File: config.mk
export PLATFORM = sky130hd
export DESIGN_NAME = uart_baud_irq
export DESIGN_NICKNAME = d
export VERILOG_FILES = /design/src/core/uart_baud_pkg.sv /design/src/core/baud_divider.sv /design/src/core/uart_baud_irq.sv
export SDC_FILE = /design/constraint.sdc
export NUM_CORES = 1
export LEC_CHECK = 0
export BUFFER_PORTS_ARGS = -buffer_cell sky130_fd_sc_hd__buf_2
export CORE_ASPECT_RATIO = 0.8
export CORE_UTILIZATION = 60
export CTS_BUF_LIST = sky130_fd_sc_hd__clkbuf_2
export DETAILED_ROUTE_END_ITERATION = 10
export PLACE_DENSITY = 0.84
export SYNTH_ARGS = -nofsm -noshare
export SYNTH_HDL_FRONTEND = slang
export SYNTH_HIERARCHICAL = 1
export SYNTH_SLANG_ARGS = --single-unit
File: constraint.sdc
create_clock -name clk -period 2.39 [get_ports clk]
set_input_delay 0.239 -clock clk [delete_from_list [all_inputs] [get_ports clk]]
set_output_delay 0.239 -clock clk [all_outputs]
set_load 0.01 [all_outputs]
File: src/core/uart_baud_pkg.sv
// shared constants and carrier types for the baud and interrupt-enable block
package uart_baud_pkg;

  // ----------------------------------------------------------------
  // register indices inside one port block
  // ----------------------------------------------------------------
  localparam logic [3:0] IDX_DIV_LOW = 4'h0; // divisor low byte while access bit set
  localparam logic [3:0] IDX_DIV_HIGH = 4'h1; // divisor high byte while access bit set
  localparam logic [3:0] IDX_IRQ_ENABLE = 4'h1; // interrupt enable while access bit clear

  // ----------------------------------------------------------------
  // field positions in the interrupt enable register
  // ----------------------------------------------------------------
  localparam int EN_RX_TRIGGER = 0; // receive fifo trigger level
  localparam int EN_THR_EMPTY = 1; // transmit holding register empty
  localparam int EN_RX_CHAR = 2; // received character available
  localparam int EN_CTS_DELTA = 3; // cts changed since last status read
  localparam int EN_SLEEP = 4; // sleep mode request
  localparam int EN_XOFF = 5; // pause character match
  localparam int EN_RTS_RISE = 6; // rts rising edge
  localparam int EN_CTS_RISE = 7; // cts rising edge
  localparam logic [7:0] EN_SOURCE_MASK = 8'hEF; // every bit that gates a source
  localparam logic [7:0] EN_UNLOCK_MASK = 8'hF0; // bits that need the unlock bit

  // ----------------------------------------------------------------
  // values after reset
  // ----------------------------------------------------------------
  localparam logic [7:0] IRQ_ENABLE_RESET = 8'h00;
  localparam logic [7:0] DIV_BYTE_RESET = 8'h00;

  // ----------------------------------------------------------------
  // timing counts in sampling and reference clocks, reference rate
  // ----------------------------------------------------------------
  localparam int OVERSAMPLE = 16; // sampling clocks per bit
  localparam logic [3:0] START_CENTER = 4'h7; // last count before start-bit centre
  localparam logic [3:0] BIT_LAST = 4'hF; // last count of a bit cell
  localparam logic [1:0] PRESCALE_LAST = 2'h3; // divide by four
  localparam real REF_CLOCK_MHZ = 14.7456; // reference oscillator rate

  // ----------------------------------------------------------------
  // carriers
  // ----------------------------------------------------------------
  typedef struct packed {
    logic wr; // write strobe, one cycle
    logic rd; // read strobe, one cycle
    logic [3:0] idx; // register index
    logic [7:0] wdata; // write data
  } reg_req_s;

  typedef struct packed {
    logic divisor_access; // line control bit 7
    logic prescale_sel; // modem control bit 7
    logic irq_output_en; // modem control bit 3
    logic enhanced_unlock; // enhanced feature bit 4
    logic fifo_enable; // fifo control bit 0
    logic sw_flow_en; // software flow control active
  } ctrl_bits_s;

  typedef struct packed {
    logic rx_at_trigger; // receive fifo at or above trigger
    logic thr_empty; // line status holding-empty flag
    logic xoff_match; // pause characters matched
    logic msr_read; // modem status read, one cycle
    logic isr_read; // interrupt status read, one cycle
    logic rbr_read; // receive buffer read, one cycle
  } src_in_s;

  typedef enum logic [3:0] {
    RX_IDLE = 4'b0001,
    RX_START = 4'b0010,
    RX_DATA = 4'b0100,
    RX_STOP = 4'b1000
  } rx_state_e;

endpackage

File: src/core/baud_divider.sv
// baud divider: reference ticks to 16x sampling ticks
`timescale 1ns/1ps
`default_nettype none
module baud_divider
  import uart_baud_pkg::*;
(
  // clock and reset
  input wire logic clk,
  input wire logic arst_n,
  // reference and control
  input wire logic ref_tick,
  input wire logic run,
  input wire logic prescale_sel,
  input wire logic load,
  input wire logic [15:0] divisor,
  // output
  output logic sample_tick
);

  logic [1:0] pre_cnt_r; // prescale counter
  logic [15:0] baud_cnt_r; // main down counter
  logic stage_tick; // tick after prescale

  // divide by four only when prescale is selected
  assign stage_tick = run && ref_tick && (!prescale_sel || pre_cnt_r == PRESCALE_LAST); // RL7

  // ----------------------------------------------------------------
  // prescaler
  // ----------------------------------------------------------------
  always_ff @(posedge clk or negedge arst_n) begin
    if (!arst_n) begin
      pre_cnt_r <= 2'h0;
    end else if (load || !prescale_sel) begin
      pre_cnt_r <= 2'h0;
    end else if (run && ref_tick) begin
      pre_cnt_r <= pre_cnt_r + 2'h1;
    end
  end

  // ----------------------------------------------------------------
  // down counter, reloaded by latch writes and on terminal count
  // ----------------------------------------------------------------
  always_ff @(posedge clk or negedge arst_n) begin
    if (!arst_n) begin
      baud_cnt_r <= 16'h0000;
      sample_tick <= 1'b0;
    end else begin
      sample_tick <= 1'b0;
      if (load) begin
        baud_cnt_r <= divisor; // RL5
      end else if (stage_tick && divisor != 16'h0000) begin
        if (baud_cnt_r <= 16'h0001) begin
          baud_cnt_r <= divisor; // RL1 RL6
          sample_tick <= 1'b1; // RL2
        end else begin
          baud_cnt_r <= baud_cnt_r - 16'h0001;
        end
      end
    end
  end

endmodule // baud_divider
`default_nettype wire

File: src/core/uart_baud_irq.sv
// divisor latches, receiver start timing and interrupt enables of one port
// Operation
// RL1: divide reference clock by programmed divisor
// RL2: sampling clock is sixteen times bit rate
// RL3: divisor held in low and high byte
// RL4: divisor reached only with access bit set
// RL5: latch write reloads baud counter at once
// RL6: any divisor from one to maximum
// RL7: prescale bit adds divide by four
// RL8: software programs divisor from standard table
// RL9: falling edge resets counter, count to centre
// RL10: count 0 to 15 per following bit
// RL11: reject start bit high at centre
// RL12: each enable gates its source, shared line
// RL13: all enables low inhibit status and request
// RL14: request needs interrupt output enable bit
// RL15: receive trigger interrupt with fifo enabled
// RL16: interrupt while holding register is empty
// RL17: interrupt when received character available
// RL18: interrupt when cts changed since read
// RL19: sleep when enabled, not while pending
// RL20: cts change wakes port from sleep
// RL21: interrupt on pause character match
// RL22: interrupt on rts rising edge
// RL23: interrupt on cts rising edge
// RL24: enable bits 4 to 7 need unlock
// RL25: enables clear to zero on reset
`timescale 1ns/1ps
`default_nettype none
module uart_baud_irq
  import uart_baud_pkg::*;
#(
  parameter int DATA_BITS = 8 // character length
) (
  // clock and reset
  input wire logic clk,
  input wire logic arst_n,
  // register port
  input wire reg_req_s reg_req,
  output logic [7:0] reg_rdata,
  // control bits from neighbouring registers
  input wire ctrl_bits_s ctrl,
  // reference oscillator tick
  input wire logic ref_tick,
  // serial and modem lines
  input wire logic rxd,
  input wire logic rts,
  input wire logic cts,
  // interrupt sources and status reads
  input wire src_in_s src_in,
  // received character
  output logic [7:0] rx_data,
  output logic rx_done,
  output logic rx_frame_err,
  // status
  output logic sample_tick,
  output logic sleep_active,
  output logic int_pending,
  output logic irq_req_n
);

  // ----------------------------------------------------------------
  // declarations
  // ----------------------------------------------------------------
  logic [7:0] div_low_r; // divisor low byte
  logic [7:0] div_high_r; // divisor high byte
  logic [7:0] ier_r; // interrupt enables
  logic wr_div_low; // write to low latch
  logic wr_div_high; // write to high latch
  logic wr_ier; // write to enables
  logic rd_rbr; // read of receive buffer
  logic cts_prev_r; // cts one cycle ago
  logic rts_prev_r; // rts one cycle ago
  logic cts_delta_r; // cts changed since status read
  logic cts_rise_r; // cts rising edge seen
  logic rts_rise_r; // rts rising edge seen
  logic rx_avail_r; // character waiting
  logic cts_change; // cts toggled this cycle
  logic sleep_r; // sleep state
  logic wake_hold_r; // woken, hold off sleep until enables rewritten
  logic [7:0] sources; // raw source levels
  rx_state_e state_r; // receiver state
  logic [3:0] smp_cnt_r; // sampling clock counter
  logic [3:0] bit_cnt_r; // data bits taken
  logic [7:0] shift_r; // assembling character
  logic rxd_prev_r; // rxd one cycle ago
  logic rx_fall; // falling edge on rxd
  logic [15:0] div_next; // divisor including this cycle's latch write

  // decode register accesses
  assign wr_div_low = reg_req.wr && ctrl.divisor_access && reg_req.idx == IDX_DIV_LOW; // RL4
  assign wr_div_high = reg_req.wr && ctrl.divisor_access && reg_req.idx == IDX_DIV_HIGH; // RL4
  assign wr_ier = reg_req.wr && !ctrl.divisor_access && reg_req.idx == IDX_IRQ_ENABLE;
  assign rd_rbr = src_in.rbr_read;
  assign cts_change = cts != cts_prev_r;
  assign rx_fall = rxd_prev_r && !rxd;
  // reload must see the byte being written, not the stale latch
  assign div_next = {(wr_div_high ? reg_req.wdata : div_high_r),
    (wr_div_low ? reg_req.wdata : div_low_r)}; // RL5

  // ----------------------------------------------------------------
  // divisor latches
  // ----------------------------------------------------------------
  always_ff @(posedge clk or negedge arst_n) begin
    if (!arst_n) begin
      div_low_r <= DIV_BYTE_RESET;
      div_high_r <= DIV_BYTE_RESET;
    end else begin
      if (wr_div_low) begin
        div_low_r <= reg_req.wdata; // RL3
      end
      if (wr_div_high) begin
        div_high_r <= reg_req.wdata; // RL3
      end
    end
  end

  // ----------------------------------------------------------------
  // interrupt enable register, upper half locked
  // ----------------------------------------------------------------
  always_ff @(posedge clk or negedge arst_n) begin
    if (!arst_n) begin
      ier_r <= IRQ_ENABLE_RESET; // RL25
    end else if (wr_ier) begin
      if (ctrl.enhanced_unlock) begin
        ier_r <= reg_req.wdata;
      end else begin
        ier_r <= (ier_r & EN_UNLOCK_MASK) | (reg_req.wdata & ~EN_UNLOCK_MASK); // RL24
      end
    end
  end

  // ----------------------------------------------------------------
  // read data, registered on the read strobe
  // ----------------------------------------------------------------
  always_ff @(posedge clk or negedge arst_n) begin
    if (!arst_n) begin
      reg_rdata <= 8'h00;
    end else if (reg_req.rd) begin
      if (ctrl.divisor_access && reg_req.idx == IDX_DIV_LOW) begin
        reg_rdata <= div_low_r; // RL4
      end else if (ctrl.divisor_access && reg_req.idx == IDX_DIV_HIGH) begin
        reg_rdata <= div_high_r;
      end else if (reg_req.idx == IDX_IRQ_ENABLE) begin
        reg_rdata <= ier_r;
      end else begin
        reg_rdata <= 8'h00; // other registers live elsewhere
      end
    end
  end

  // ----------------------------------------------------------------
  // baud generator, stopped in sleep
  // ----------------------------------------------------------------
  baud_divider u_baud (
    .clk(clk),
    .arst_n(arst_n),
    .ref_tick(ref_tick),
    .run(!sleep_r),
    .prescale_sel(ctrl.prescale_sel),
    .load(wr_div_low || wr_div_high),
    .divisor(div_next),
    .sample_tick(sample_tick)
  );

  // ----------------------------------------------------------------
  // modem line edge flags, set wins over clear
  // ----------------------------------------------------------------
  always_ff @(posedge clk or negedge arst_n) begin
    if (!arst_n) begin
      cts_prev_r <= 1'b0;
      rts_prev_r <= 1'b0;
      cts_delta_r <= 1'b0;
      cts_rise_r <= 1'b0;
      rts_rise_r <= 1'b0;
    end else begin
      cts_prev_r <= cts;
      rts_prev_r <= rts;
      if (cts_change) begin
        cts_delta_r <= 1'b1; // RL18
      end else if (src_in.msr_read) begin
        cts_delta_r <= 1'b0;
      end
      if (cts && !cts_prev_r) begin
        cts_rise_r <= 1'b1; // RL23
      end else if (src_in.isr_read) begin
        cts_rise_r <= 1'b0;
      end
      if (rts && !rts_prev_r) begin
        rts_rise_r <= 1'b1; // RL22
      end else if (src_in.isr_read) begin
        rts_rise_r <= 1'b0;
      end
    end
  end

  // ----------------------------------------------------------------
  // received character flag
  // ----------------------------------------------------------------
  always_ff @(posedge clk or negedge arst_n) begin
    if (!arst_n) begin
      rx_avail_r <= 1'b0;
    end else if (rx_done) begin
      rx_avail_r <= 1'b1; // RL17
    end else if (rd_rbr) begin
      rx_avail_r <= 1'b0;
    end
  end

  // ----------------------------------------------------------------
  // source gating onto one request line
  // ----------------------------------------------------------------
  always_comb begin
    sources = 8'h00;
    sources[EN_RX_TRIGGER] = src_in.rx_at_trigger && ctrl.fifo_enable; // RL15
    sources[EN_THR_EMPTY] = src_in.thr_empty; // RL16
    sources[EN_RX_CHAR] = rx_avail_r; // RL17
    sources[EN_CTS_DELTA] = cts_delta_r; // RL18
    sources[EN_XOFF] = src_in.xoff_match && ctrl.sw_flow_en; // RL21
    sources[EN_RTS_RISE] = rts_rise_r; // RL22
    sources[EN_CTS_RISE] = cts_rise_r; // RL23
  end

  assign int_pending = |(sources & ier_r & EN_SOURCE_MASK); // RL12 RL13
  assign irq_req_n = !(int_pending && ctrl.irq_output_en); // RL14

  // ----------------------------------------------------------------
  // sleep control
  // ----------------------------------------------------------------
  always_ff @(posedge clk or negedge arst_n) begin
    if (!arst_n) begin
      sleep_r <= 1'b0;
      wake_hold_r <= 1'b0;
    end else begin
      if (sleep_r && cts_change) begin
        sleep_r <= 1'b0; // RL20
        wake_hold_r <= 1'b1;
      end else if (!ier_r[EN_SLEEP]) begin
        sleep_r <= 1'b0;
      end else if (!sleep_r && !wake_hold_r && !int_pending) begin
        sleep_r <= 1'b1; // RL19
      end
      if (wr_ier) begin
        wake_hold_r <= 1'b0; // rewrite of enables re-arms sleep
      end
    end
  end

  assign sleep_active = sleep_r;

  // ----------------------------------------------------------------
  // receiver timing state machine
  // ----------------------------------------------------------------
  always_ff @(posedge clk or negedge arst_n) begin
    if (!arst_n) begin
      state_r <= RX_IDLE;
      smp_cnt_r <= 4'h0;
      bit_cnt_r <= 4'h0;
      shift_r <= 8'h00;
      rxd_prev_r <= 1'b1;
      rx_data <= 8'h00;
      rx_done <= 1'b0;
      rx_frame_err <= 1'b0;
    end else begin
      rxd_prev_r <= rxd;
      rx_done <= 1'b0;
      case (state_r)
        RX_IDLE: begin
          if (rx_fall) begin
            state_r <= RX_START; // RL9
            smp_cnt_r <= 4'h0;
          end
        end
        RX_START: begin
          if (sample_tick) begin
            if (smp_cnt_r == START_CENTER) begin
              smp_cnt_r <= 4'h0;
              bit_cnt_r <= 4'h0;
              state_r <= rxd ? RX_IDLE : RX_DATA; // RL11
            end else begin
              smp_cnt_r <= smp_cnt_r + 4'h1; // RL9
            end
          end
        end
        RX_DATA: begin
          if (sample_tick) begin
            if (smp_cnt_r == BIT_LAST) begin
              smp_cnt_r <= 4'h0; // RL10
              shift_r <= {rxd, shift_r[7:1]};
              bit_cnt_r <= bit_cnt_r + 4'h1;
              if (bit_cnt_r == 4'(DATA_BITS - 1)) begin
                state_r <= RX_STOP;
              end
            end else begin
              smp_cnt_r <= smp_cnt_r + 4'h1;
            end
          end
        end
        RX_STOP: begin
          if (sample_tick) begin
            if (smp_cnt_r == BIT_LAST) begin
              smp_cnt_r <= 4'h0;
              rx_data <= shift_r;
              rx_done <= 1'b1;
              rx_frame_err <= !rxd;
              state_r <= RX_IDLE;
            end else begin
              smp_cnt_r <= smp_cnt_r + 4'h1;
            end
          end
        end
        default: begin
          state_r <= RX_IDLE;
        end
      endcase
    end
  end

  // ----------------------------------------------------------------
  // checks
  // ----------------------------------------------------------------
  property p_div_write;
    @(posedge clk) disable iff (!arst_n)
    (reg_req.wr && ctrl.divisor_access && reg_req.idx == IDX_DIV_HIGH)
      |=> div_high_r == $past(reg_req.wdata);
  endproperty
  a_div_write: assert property (p_div_write) else $error("high latch not written"); // RL3

  property p_div_locked;
    @(posedge clk) disable iff (!arst_n)
    (reg_req.wr && !ctrl.divisor_access && reg_req.idx == IDX_DIV_LOW) |=> $stable(div_low_r);
  endproperty
  a_div_locked: assert property (p_div_locked) else $error("latch written without access"); // RL4

  property p_ier_lock;
    @(posedge clk) disable iff (!arst_n)
    (wr_ier && !ctrl.enhanced_unlock)
      |=> (ier_r[7:4] == $past(ier_r[7:4])) && (ier_r[3:0] == $past(reg_req.wdata[3:0]));
  endproperty
  a_ier_lock: assert property (p_ier_lock) else $error("locked enable bits changed"); // RL24

  property p_out_enable;
    @(posedge clk) disable iff (!arst_n)
    !irq_req_n |-> ctrl.irq_output_en && int_pending;
  endproperty
  a_out_enable: assert property (p_out_enable) else $error("request without output enable"); // RL14

  property p_all_off;
    @(posedge clk) disable iff (!arst_n)
    ((ier_r & EN_SOURCE_MASK) == 8'h00) |-> irq_req_n && !int_pending;
  endproperty
  a_all_off: assert property (p_all_off) else $error("request with all enables low"); // RL13

  property p_cts_rise;
    @(posedge clk) disable iff (!arst_n)
    (cts && !cts_prev_r && ier_r[EN_CTS_RISE] && ctrl.irq_output_en && !wr_ier)
      |=> !irq_req_n;
  endproperty
  a_cts_rise: assert property (p_cts_rise) else $error("cts rise raised no request"); // RL23

  property p_start_reset;
    @(posedge clk) disable iff (!arst_n)
    (state_r == RX_IDLE && rx_fall) |=> state_r == RX_START && smp_cnt_r == 4'h0;
  endproperty
  a_start_reset: assert property (p_start_reset) else $error("start edge missed"); // RL9

  property p_false_start;
    @(posedge clk) disable iff (!arst_n)
    (state_r == RX_START && sample_tick && smp_cnt_r == START_CENTER && rxd)
      |=> state_r == RX_IDLE ##1 !rx_done;
  endproperty
  a_false_start: assert property (p_false_start) else $error("false start accepted"); // RL11

  property p_bit_wrap;
    @(posedge clk) disable iff (!arst_n)
    (state_r == RX_DATA && sample_tick && smp_cnt_r == BIT_LAST) |=> smp_cnt_r == 4'h0;
  endproperty
  a_bit_wrap: assert property (p_bit_wrap) else $error("bit counter did not wrap"); // RL10

  property p_sleep_entry;
    @(posedge clk) disable iff (!arst_n)
    $rose(sleep_r) |-> !$past(int_pending) && $past(ier_r[EN_SLEEP]);
  endproperty
  a_sleep_entry: assert property (p_sleep_entry) else $error("sleep while pending"); // RL19

  property p_wake;
    @(posedge clk) disable iff (!arst_n)
    (sleep_r && cts_change) |=> !sleep_r;
  endproperty
  a_wake: assert property (p_wake) else $error("cts change did not wake"); // RL20

endmodule // uart_baud_irq
`default_nettype wire

Yosys cells after proc, flatten, opt, wreduce, memory -nomap -nowiden
Index checks and enable logic that the tools add are counted.

Add/subtract/negate cells: 4. Magnitude comparators: 1. Equality and inequality tests: 20. Multiplexer cells: 50. Bitwise gates (word level): 2. Reduce and logical (&&, ||, !) cells: 49.

Operators by type and width (number): $mux 4 (17); $mux 16 (3); $mux 8 (6); $logic_and 1x1->1 (19); $mux 1 (18); $le 16x1->1 const B (1); $pmux 4 s4 (1); $reduce_bool 16->1 (1); $reduce_bool 2->1 (8); $sub 16x1->16 const B (1); $eq 4x3->1 const B (3); $pmux 4 s3 (1); $ne 2x2->1 const B (5); $logic_not 1->1 (9); $add 4x1->4 const B (2); $and 8x8->8 (1); $eq 4x1->1 const B (2); $eq 4x4->1 const B (2); $ne 2x1->1 const B (4); $or 8x4->8 (1); $pmux 4 s2 (1); $reduce_and 8->1 (1); $reduce_or 7->1 (1); $reduce_and 3->1 (2); 13 further kinds (16).

Bits in registers: 90. Word-level logic and storage cells: 149.

Longest topological paths before layout
Gate-level depths: netlist of the first run.

Depth after elaboration: 8. Gate-level depth with buffers: 11. Gate-level depth less buffers: 9.

Modules after synthesis
The synthesis of the first run kept the hierarchy.

Modules (own cells, without submodules): uart_baud_irq (times used 1, cells each 262, area each 3229.3 sq um); baud_divider (times used 1, cells each 153, area each 1356.3 sq um).

Worst setup path before layout of the first run
No wires, ideal clock.

Path kind: input to register. Start point: in reg_req[9] (netlist name). End point: reg u_baud.baud_cnt_r[5]. Setup time: 0.121 ns. Arrival: 2.751 ns. Slack: -0.482 ns. Stages: 11. Cells stage by stage: nor3_1 -> and3b_1 -> clkbuf_1 -> nand2_1 -> mux2_2 -> nor4_1 -> nand4_1 -> a21oi_1 -> clkbuf_1 -> nor2_1 -> o22a_1.

Cells in the longest elaborated chain, start to end: 6. Elaborated cells on any way between the ends: 13. Classes of those cells: eq/ne (1); mux (5); reduce/logical (7).

Ends and longest elaborated chain: from (decl) (RTL line uart_baud_irq.sv:39) `input wire reg_req_s reg_req,`; $logic_not 4->1 (RTL line uart_baud_irq.sv:91) `assign wr_div_low = reg_req.wr && ctrl.divisor_access && reg_req.idx == IDX_DIV_LOW;`; $logic_and 1x1->1 (RTL line uart_baud_irq.sv:91); $mux 8; net div_next[3] (RTL line uart_baud_irq.sv:88) `logic [15:0] div_next;`; $reduce_bool 16->1 (RTL line baud_divider.sv:51) `end else if (stage_tick && divisor != 16'h0000) begin`; $logic_and 1x1->1 (RTL line baud_divider.sv:51); $reduce_bool 2->1 (no line); to (signal assigned) (RTL line baud_divider.sv:50) `baud_cnt_r <= divisor;`; to (signal assigned) (RTL line baud_divider.sv:53) `baud_cnt_r <= divisor;`; to (signal assigned) (RTL line baud_divider.sv:56) `baud_cnt_r <= baud_cnt_r - 16'h0001;`; to (decl) (RTL line baud_divider.sv:21) `logic [15:0] baud_cnt_r;`.

The timed path passes the listed nets, and every way through them passes these cells. The select of a mux whose other input is x is not followed. A chain may end at the register's enable or synchronous reset.

Final worst setup path of the first run
Start point: in reg_req[9] (netlist name). End point: reg u_baud.baud_cnt_r[15].

Cells in the longest elaborated chain, start to end: 6. Elaborated cells on any way between the ends: 13. Classes of those cells: eq/ne (1); mux (5); reduce/logical (7).

Ends and longest elaborated chain: $eq 4x1->1 (RTL line uart_baud_irq.sv:92) `assign wr_div_high = reg_req.wr && ctrl.divisor_access && reg_req.idx == IDX_DIV_HIGH;`; $logic_and 1x1->1 (RTL line uart_baud_irq.sv:92); $mux 8; net div_next[8] (RTL line uart_baud_irq.sv:88); $reduce_bool 16->1 (RTL line baud_divider.sv:51); $logic_and 1x1->1 (RTL line baud_divider.sv:51); $reduce_bool 2->1 (no line).

The timed path passes the listed nets, and every way through them passes these cells. The select of a mux whose other input is x is not followed.

==> results of run 1 <==
==> layout make-up <==
type	instances	area [um^2]
clock buffer	9	45.04
timing repair buffer	117	808.3
fill	471	1793
tap	105	131.4
clock inverter	7	92.59
sequential	90	2256
inverter	16	60.06
multi-input combinational	288	2206
==> cell usage after synthesis, types with 3 or more instances <==
library cell | n | area [um^2]
dfrtp_1 | 88 | 2202
mux2_2 | 50 | 563.0
nor2_1 | 35 | 131.4
nand2_1 | 20 | 75.07
a21oi_1 | 19 | 95.09
inv_1 | 16 | 60.06
nand3_1 | 12 | 60.06
nor3_1 | 12 | 60.06
o21ai_0 | 11 | 55.05
a22oi_1 | 10 | 75.07
clkbuf_1 | 10 | 37.54
ha_1 | 6 | 75.07
nand3b_1 | 6 | 45.04
nor4_1 | 6 | 37.54
o21ai_1 | 6 | 30.03
a211oi_1 | 5 | 37.54
buf_2 | 5 | 25.02
o22a_1 | 5 | 43.79
mux2i_1 | 4 | 40.04
nand4_1 | 4 | 25.02
nor2b_1 | 4 | 25.02
nor4b_1 | 4 | 35.03
a21o_1 | 3 | 22.52
buf_6 | 3 | 33.78
mux2_4 | 3 | 45.04
nand4b_1 | 3 | 26.28
o21a_1 | 3 | 22.52
o22ai_1 | 3 | 18.77
o31ai_1 | 3 | 22.52
or3_1 | 3 | 18.77
or4_4 | 3 | 33.78
==> per-stage QoR <==
| step | setup WS, ns | total power [mW] |
|---|---|---|
| after global placement | -0.2964 | 2.659 |
| after CTS | 0.01653 | 3.592 |
| final | 0.02344 | 3.588 |
| after global routing | -0.004865 | 3.776 |
| after floorplan | -0.005049 | 2.338 |
| after detailed placement | -0.4159 | 2.707 |
==> kinds of logic after synthesis <==
kind of cell,after synthesis
buffers and inverters,37
adder cells (fa/ha/maj),6
AND/OR/NAND/NOR,137
AO/OA/AOI/OAI,85
flip-flops,90
multiplexers,59
XOR/XNOR,1
==> report_power, final <==
part           switching, mW  internal [mW]
combinational          0.383          0.425
clock                  0.516          0.347
sequential             0.196           1.72
==> worst max-delay path: stages <==
cell	delay (ns)
buf_2	0.12
nor3_4	0.17
and2_1	0.18
and3_1	0.18
buf_4	0.15
mux2_4	0.30
nor4_1	0.34
nand4_1	0.27
a21oi_2	0.20
buf_4	0.20
nor3_1	0.07
a2111oi_1	0.40
==> flip-flops by register name, summed over array words and instances, names as in the netlist, 8 cells and up <==
signal / count
u_baud/baud_cnt_r: 16
div_high_r: 8
div_low_r: 8
ier_r: 8
reg_rdata: 8
rx_data: 8
shift_r: 8
==> layer usage <==
layer	routed length, um	up-vias	GRT usage [%]
met1	4875	1812	40.48
met5	0	-	0
met4	174	0	8.971
li1	-	1746	-
met2	5150	139	45.38
met3	706	15	7.659
==> repair_timing <==
action,in CTS,in global routing
resized for setup,0,3
endpoints found under the setup margin,0,3
hold buffers,19,0
setup buffers,0,1
endpoints found under the hold margin,66,0
==> worst max path at each step <==
stage,startpoint,endpoint,slack [ns],cells past startpoint
final,reg_req[9],u_baud/baud_cnt_r[15],0.02,12
after detailed placement,reg_req[9],u_baud/baud_cnt_r[15],-0.42,12
after CTS,u_baud/baud_cnt_r[12],u_baud/baud_cnt_r[15],0.02,6
after global routing,u_baud/baud_cnt_r[0],u_baud/baud_cnt_r[15],-0.005,8
after floorplan,reg_req[9],u_baud/baud_cnt_r[5],-0.005,11
after global placement,reg_req[9],u_baud/baud_cnt_r[15],-0.30,12
==> results_dict.tcl, run 1 <==
set metrics [dict create \
    post-place-cells 596 \
    synthDistinctLibCells 68 \
    worst_setup_path_type "in2reg" \
    synth_compound_gate_area_share_pct 12.55 \
    vias_per_cell 5.873 \
    postSynthNetCount 453 \
    r2r_start "div_high_r[1]" \
    ratio_of_cells_with_drive_above_1_in_the_final_layout_pct 35.67 \
    number_of_global_route_vias_before_repair 3602 \
    final.setup_skew_ns 0.02704 \
    buffer_ports.inserted 53 \
    drc_errors 0 \
    synthesized_area_per_cell_um2 11.05 \
    worst-r2r-setup-slack_ns 0.09 \
    slew-limit-headroom_pct 63.69 \
    grt_first_pass_wirelength_mm 17.60 \
    drt-wirelength-per-cell_um 17.26 \
    finalCritPeriodShare_pct 99.02 \
    finish.net_count 560 \
    clock_sink_count 90 \
    n_antenna_cell 0 \
    synth-edff-count 0 \
    static-leakage-power_nw 2.640 \
    ios 54 \
    ant_nets 0 \
    post-route-min-period_ns 2.367 \
    grt-ovfl-total 0 \
    syn-instance-count 415 \
    timing.hold.ws_ns 0.1476 \
    synth_top_family_by_area "simple AND/OR/NAND/NOR gates" \
    start_util_pct 62.03 \
    post_synthesis_sequential_element_count 90 \
    cts.htree.levels 3 \
    yosys.area_share.simple_pct 18.06 \
    ys.flop_type "dfrtp_1" \
    yosys.area_share.xor_xnor_pct 0.1910 \
    drv.max_cap_violation_count 0 \
    synth.cell_area_um2 4586 \
    grt_util_all_layers_pct 29.27 \
    mostFrequentLayoutCells "dfrtp_1, buf_2, mux2_2" \
    crit_required_ns 2.84 \
    tritoncts.num_buffers 9 \
    fin_tns_setup_ns 0 \
    yosys_warn_count 6 \
    max_vdd_drop_mv 0.3763 \
    max_freq_mhz 422.6 \
    antenna_found_initial 0 \
    ff2ff_path_depth 7 \
    timing_worst_slew_pin_value_ns 0.5446 \
    timing.critical_path.from_type "primary input" \
    report.final.setup_viol 0 \
    postRouteWirelength_mm 10.91 \
    die_area_um2 7999 \
    fp.dieH_um 80.20 \
    cts_tree "built" \
    gp_congestion 0.9685 \
    syn2layout_area_growth_pct 22.10 \
    finalCoreUtilization_pct 75.74 \
    area_share_of_fa_ha_maj_cells_after_synthesis_pct 1.637 \
    design.core.area_um2 7392 \
    hold_class "in2async" \
    row_count 28 \
    hpwl_reported_at_the_end_of_detailed_placement_mm 7.897 \
    count_of_routing_violations_after_the_opening_detailed_route_iteration 293 \
    clkSlewWorstSetupHoldPaths_ns 0.24 \
    layout_cells_excl_fill 632 \
    root_buffer_master "clkbuf_2" \
    worstPathMaxFanout 13 \
    maximum_number_of_pins_on_one_net_before_global_route_repair 50 \
    vias 3712 \
    layout.cells.most_common "dfrtp_1" \
    report.final.slew_viol_count 0 \
    drt_first_pass_iters 5 \
    run_status "completed" \
    floorplan.die.width_um 99.74 \
    report.final.hold_viol_count 0 \
    clk_latency_ns 0.57 \
    synth_mux_area_share_pct 14.62 \
    worstPathArrival_ns 2.82 \
    regToRegEndpoint "u_baud/baud_cnt_r[15]" \
    placement.cell_area_um2 5249 \
    clockBufferDepth 2 \
    post-route-cell-area_um2 5599 \
    synth_seq_area_share_pct 49.17 \
    async_flop_share_pct 100.0 \
    critical_path.endpoint_type "flop" \
    power.density_cell_area_nw_per_um2 640.9 \
]
Note: power is estimated with default switching activity, not from simulation.
==> inputs of run 2 (changes only) <==
BUFFER_PORTS_ARGS = -buffer_cell sky130_fd_sc_hd__buf_4   (was -buffer_cell sky130_fd_sc_hd__buf_2)
TNS_END_PERCENT = 100   (was default)
==> results_dict.tcl, run 2 (synthesis results as in run 1) <==
set metrics [dict create \
    run_status "finished, violations left" \
    failing_checks "setup timing" \
    cts_tree "built" \
    ratio_of_cells_with_drive_above_1_in_the_final_layout_pct 35.23 \
    gr-usage-met2_pct 50.97 \
    ant_nets 0 \
    crit_path_frequent_cell "buf_4" \
    critical_path.endpoint_type "flop" \
    clock_sink_count 90 \
    max_vdd_drop_mv 0.4140 \
    layout_cells_excl_fill 633 \
    fillCellCount 449 \
    drt-wirelength-per-cell_um 18.02 \
    gp_congestion 0.8887 \
    number_of_global_route_vias_before_repair 3746 \
    floorplan.die.width_um 99.74 \
    final.setup_skew_ns 0.02451 \
    timing.critical_path.cells "buf_4, nor3_4, and2_1, and3_1, buf_4, mux2_2, nor4_1, nand4_1, buf_4, a21oi_2, buf_4, buf_12, nor3_1, a211oi_1" \
    cp.buffers_inverters 5 \
    worst_setup_path_type "in2reg" \
    grt-ovfl-total 0 \
    grt_first_pass_wirelength_mm 18.71 \
    largest_register "u_baud/baud_cnt_r" \
    post-route-min-period_ns 2.420 \
    global_route.usage.met1_pct 41.77 \
    cts.htree.levels 3 \
    crit_required_ns 2.85 \
    vias_per_cell 6.073 \
    worst_path_dominant_cell_family "simple AND/OR/NAND/NOR gates" \
    clockBufferDepth 2 \
    global_route_met3_utilization_pct 8.007 \
    layout.cells.most_common "buf_4" \
    antenna_found_initial 0 \
    sequential_cell_area_um2 2255 \
    root_buffer_master "clkbuf_2" \
    setup_slack_ns -0.02989 \
    finish.net_count 561 \
    vias 3844 \
    placement.cell_area_um2 5399 \
    highest_utilization_routing_layer_at_the_global_route_stage "met2" \
    hpwl_reported_at_the_end_of_detailed_placement_mm 8.220 \
    report.final.slew_viol_count 0 \
    post-route-cell-area_um2 5694 \
    max_freq_mhz 413.2 \
    postRouteWirelength_mm 11.41 \
    static-leakage-power_nw 2.661 \
    cp_slowest_cell "nor4_1" \
    count_of_routing_violations_after_the_opening_detailed_route_iteration 235 \
    grt_util_all_layers_pct 30.97 \
    tritoncts.num_buffers 9 \
    clkSlewWorstSetupHoldPaths_ns 0.26 \
    hold_class "in2async" \
    die_area_um2 7999 \
    timing.critical_path.from_type "primary input" \
    slew-limit-headroom_pct 55.85 \
    multi_input_gate_area_in_the_final_layout_um2 2200 \
    timing_worst_slew_pin_value_ns 0.6567 \
    clk_latency_ns 0.55 \
    largest_register_ffs 16 \
    power.density_cell_area_nw_per_um2 603.1 \
    cpPeakStageDelay_ns 0.38 \
    drt_first_pass_iters 4 \
    finalCritPeriodShare_pct 101.3 \
    worstPathMaxFanout 10 \
    fin_tns_setup_ns -0.08660 \
    design.core.area_um2 7392 \
    n_antenna_cell 0 \
    maximum_number_of_pins_on_one_net_before_global_route_repair 50 \
    drv.max_cap_violation_count 0 \
    ios 54 \
    drc_errors 0 \
    row_count 28 \
    fp.dieH_um 80.20 \
    report.final.setup_viol 5 \
    start_util_pct 62.03 \
    post-place-cells 597 \
    buffer_ports.inserted 53 \
    syn2layout_area_growth_pct 24.17 \
    report.final.hold_viol_count 0 \
    mostFrequentLayoutCells "buf_4, dfrtp_1, mux2_2" \
    worstPathArrival_ns 2.88 \
]
## run 2: layer usage
metal	vias to the layer above	wire [um]
met4	0	151
met2	166	5429
li1	1753	-
met1	1906	5173
met3	19	653
met5	-	0
## run 2: worst paths after layout
| kind | startpoint | end | slack (ns) | depth (start not counted) |
|---|---|---|---|---|
| max in group asynchronous | arst_n | u_baud/pre_cnt_r[1] | 1.58 | 3 |
| setup reg to reg | u_baud/baud_cnt_r[0] | u_baud/baud_cnt_r[8] | 0.10 | 8 |
| hold reg to reg | rx_done | rx_avail_r | 0.52 | 1 |
| hold / removal | arst_n | rx_frame_err | 0.16 | 2 |
| min in group clk | ctrl[1] | sleep_active | 0.16 | 6 |
| setup / recovery | reg_req[9] | u_baud/baud_cnt_r[2] | -0.03 | 14 |
## run 2: repair_timing
action,in CTS,in global routing
setup endpoints to repair,1,3
buffers inserted,0,1
endpoints found under the hold margin,68,0
hold buffers,19,0
resized for setup,1,0
pin swaps,0,1
## run 2: final cells by class
cell class                      count  area share [%]
Tap cell                          105           2.307
Clock inverter                      7          0.7910
Timing Repair Buffer              118           16.83
Clock buffer                        9          0.7910
Inverter                           16           1.055
Sequential cell                    90           39.60
Multi-Input combinational cell    288           38.63
## run 2: stage by stage
step	setup slack (ns)	hold slack (ns)	total power [mW]	util [%]
floorplan	-0.005049	-0.05659	2.338	-
global placement	-0.3196	0.2612	2.698	73.04
detailed placement	-0.4509	0.2629	2.740	73.04
CTS	0.1291	0.1295	3.430	76.93
global route	-0.06074	0.1374	3.612	77.03
finish	-0.02989	0.1608	3.434	77.03
## run 2: power breakdown
part | switching [mW] | total, mW | leakage [nW] | internal (mW)
clock | 0.533 | 0.670 | 0.0634 | 0.137
sequential | 0.204 | 1.93 | 1.15 | 1.72
combinational | 0.387 | 0.839 | 1.45 | 0.452
## run 2: worst register-to-register path, cell delays in order (launching register included)
cell and delay, ns:
dfrtp_1 0.49, inv_1 0.08, ha_1 0.17, buf_4 0.13, or3b_1 0.36, nor2_1 0.30, nand3b_1 0.15, mux2_1 0.33
o22a_1 0.20
==> inputs of run 3 (changes only) <==
CORE_ASPECT_RATIO = 0.7   (was 0.8)
CORE_UTILIZATION = 58   (was 60)
CTS_BUF_LIST = default   (was sky130_fd_sc_hd__clkbuf_2)
PLACE_DENSITY = 0.81   (was 0.84)
==> results_dict.tcl, run 3 (synthesis results as in run 1) <==
set metrics [dict create \
    power.density_cell_area_nw_per_um2 746.1 \
    finalCritPeriodShare_pct 95.95 \
    hp-start "rts" \
    rsz0062_at_grt "yes" \
    worst_setup_path_type "in2reg" \
    largest_register "u_baud/baud_cnt_r" \
    start_util_pct 61.29 \
    timing.critical_path.from_type "primary input" \
    syn2layout_area_growth_pct 26.82 \
    min_delay_worst_endpoint "rts_prev_r" \
    cts.htree.levels 3 \
    vias 3782 \
    worst_path_dominant_cell_family "simple AND/OR/NAND/NOR gates" \
    grt-ovfl-total 0 \
    maximum_number_of_pins_on_one_net_before_global_route_repair 46 \
    antenna_found_initial 0 \
    tritoncts.num_buffers 9 \
    timing_worst_slew_pin_value_ns 0.6971 \
    grt_first_pass_wirelength_mm 19.46 \
    drv.max_cap_violation_count 0 \
    clkSlewWorstSetupHoldPaths_ns 0.06 \
    ios 54 \
    drt_first_pass_iters 7 \
    clk_latency_ns 0.34 \
    timing.hold.ws_ns 0.01441 \
    worstPathMaxFanout 8 \
    run_status "completed" \
    mostFrequentLayoutCells "buf_4, dfrtp_1, mux2_2" \
    report.final.slew_viol_count 0 \
    r2r_start "u_baud/baud_cnt_r[4]" \
    regToRegEndpoint "u_baud/baud_cnt_r[15]" \
    row_count 26 \
    max_freq_mhz 436.1 \
    n_antenna_cell 0 \
    ff2ff_path_depth 6 \
    post-route-min-period_ns 2.293 \
    placement.cell_area_um2 5353 \
    final.setup_skew_ns 0.005043 \
    ratio_of_cells_with_drive_above_1_in_the_final_layout_pct 38.54 \
    drc_errors 0 \
    die_area_um2 8272 \
    cpPeakStageDelay_ns 0.34 \
    layout.cells.most_common "buf_4" \
    design.core.area_um2 7482 \
    cp_slowest_cell "mux2_4" \
    sequential_cell_area_um2 2255 \
    largest_register_ffs 16 \
    hpwl_reported_at_the_end_of_detailed_placement_mm 8.437 \
    clock_sink_count 90 \
    crit_path_frequent_cell "buf_6" \
    root_buffer_master "clkbuf_16" \
    timing.critical_path.cells "buf_6, nor3_4, and2_4, and3_4, mux2_4, nor4_4, nand4_1, a21oi_2, buf_6, nor2_1, a221o_1" \
    fillCellCount 474 \
    drt-wirelength-per-cell_um 20.21 \
    static-leakage-power_nw 2.681 \
    slew-limit-headroom_pct 53.13 \
    worst-r2r-setup-slack_ns 0.14 \
    ant_nets 0 \
    hold-path-cell-count 1 \
    hold_class "in2reg" \
    grt_util_all_layers_pct 30.91 \
    report.final.setup_viol 0 \
    worstPathArrival_ns 2.52 \
    fp.dieH_um 76.40 \
    max_vdd_drop_mv 0.4969 \
    buffer_ports.inserted 53 \
    multi_input_gate_area_in_the_final_layout_um2 2303 \
    floorplan.die.width_um 108.3 \
    crit_required_ns 2.62 \
    report.final.hold_viol_count 0 \
    finish.net_count 539 \
    count_of_routing_violations_after_the_opening_detailed_route_iteration 302 \
    cp.buffers_inverters 2 \
    critical_path.endpoint_type "flop" \
    vias_per_cell 6.262 \
    number_of_global_route_vias_before_repair 3807 \
    clockBufferDepth 2 \
    postRouteWirelength_mm 12.20 \
    post-route-cell-area_um2 5816 \
    cts_tree "built" \
    gp_congestion 0.9123 \
]
## run 3: how the worst max path moves through the flow
stage,from,to,cells past startpoint
2_1_floorplan,reg_req[9],u_baud/baud_cnt_r[5],11
3_5_place_dp,reg_req[9],u_baud/baud_cnt_r[0],11
5_1_grt,reg_req[10],u_baud/baud_cnt_r[10],12
6_report,reg_req[10],u_baud/baud_cnt_r[0],11
4_1_cts,reg_req[9],u_baud/baud_cnt_r[15],11
3_3_place_gp,reg_req[9],u_baud/baud_cnt_r[0],11
## run 3: cell type report
type / count / share of cell area (%)
flip-flops and latches: 90 / 38.77
repair buffers: 96 / 12.97
multi-input cells: 288 / 39.61
well taps: 98 / 2.108
clock inverters: 5 / 1.334
inverters: 16 / 1.033
clock buffers: 11 / 4.174
## run 3: through the flow
stage	power (mW)	TNS, ns	utilization (%)	std cells	setup WS, ns
after floorplan	2.338	-0.01045	-	415	-0.005049
after global placement	2.709	-3.757	71.54	585	-0.2928
after detailed placement	2.747	-5.402	71.54	585	-0.3886
after CTS	4.284	0	76.30	602	0.0003511
after global routing	4.523	-0.1208	77.73	604	-0.04058
final	4.339	0	77.73	604	0.09670
## run 3: worst reg2reg max path, cell delays in order (launching register included)
cell and delay [ns]:
dfrtp_1 0.43, or4_4 0.55, nor3_4 0.26, buf_4 0.20
nor4b_4 0.25, nor4_1 0.10, a2111oi_2 0.35
## run 3: power by group
group	internal (mW)	leakage, nW	switching [mW]
sequential	1.72	1.15	0.211
clock	0.940	0.156	0.560
combinational	0.461	1.38	0.443
## run 3: metal layers
layer	vias up	track usage (%)	share of wire, %
met1	1888	43.33	43
met4	0	8.784	2.2
met3	24	10.09	8.6
met2	170	45.99	47
met5	-	0	0
li1	1700	-	-
## run 3: timing repair
action / CTS / global route
hold buffers: 1 / 0
gates resized for setup: 5 / 20
endpoints found under the setup margin: 2 / 16
pin swaps: 3 / 8
hold endpoints to repair: 40 / 0
buffers inserted: 0 / 3
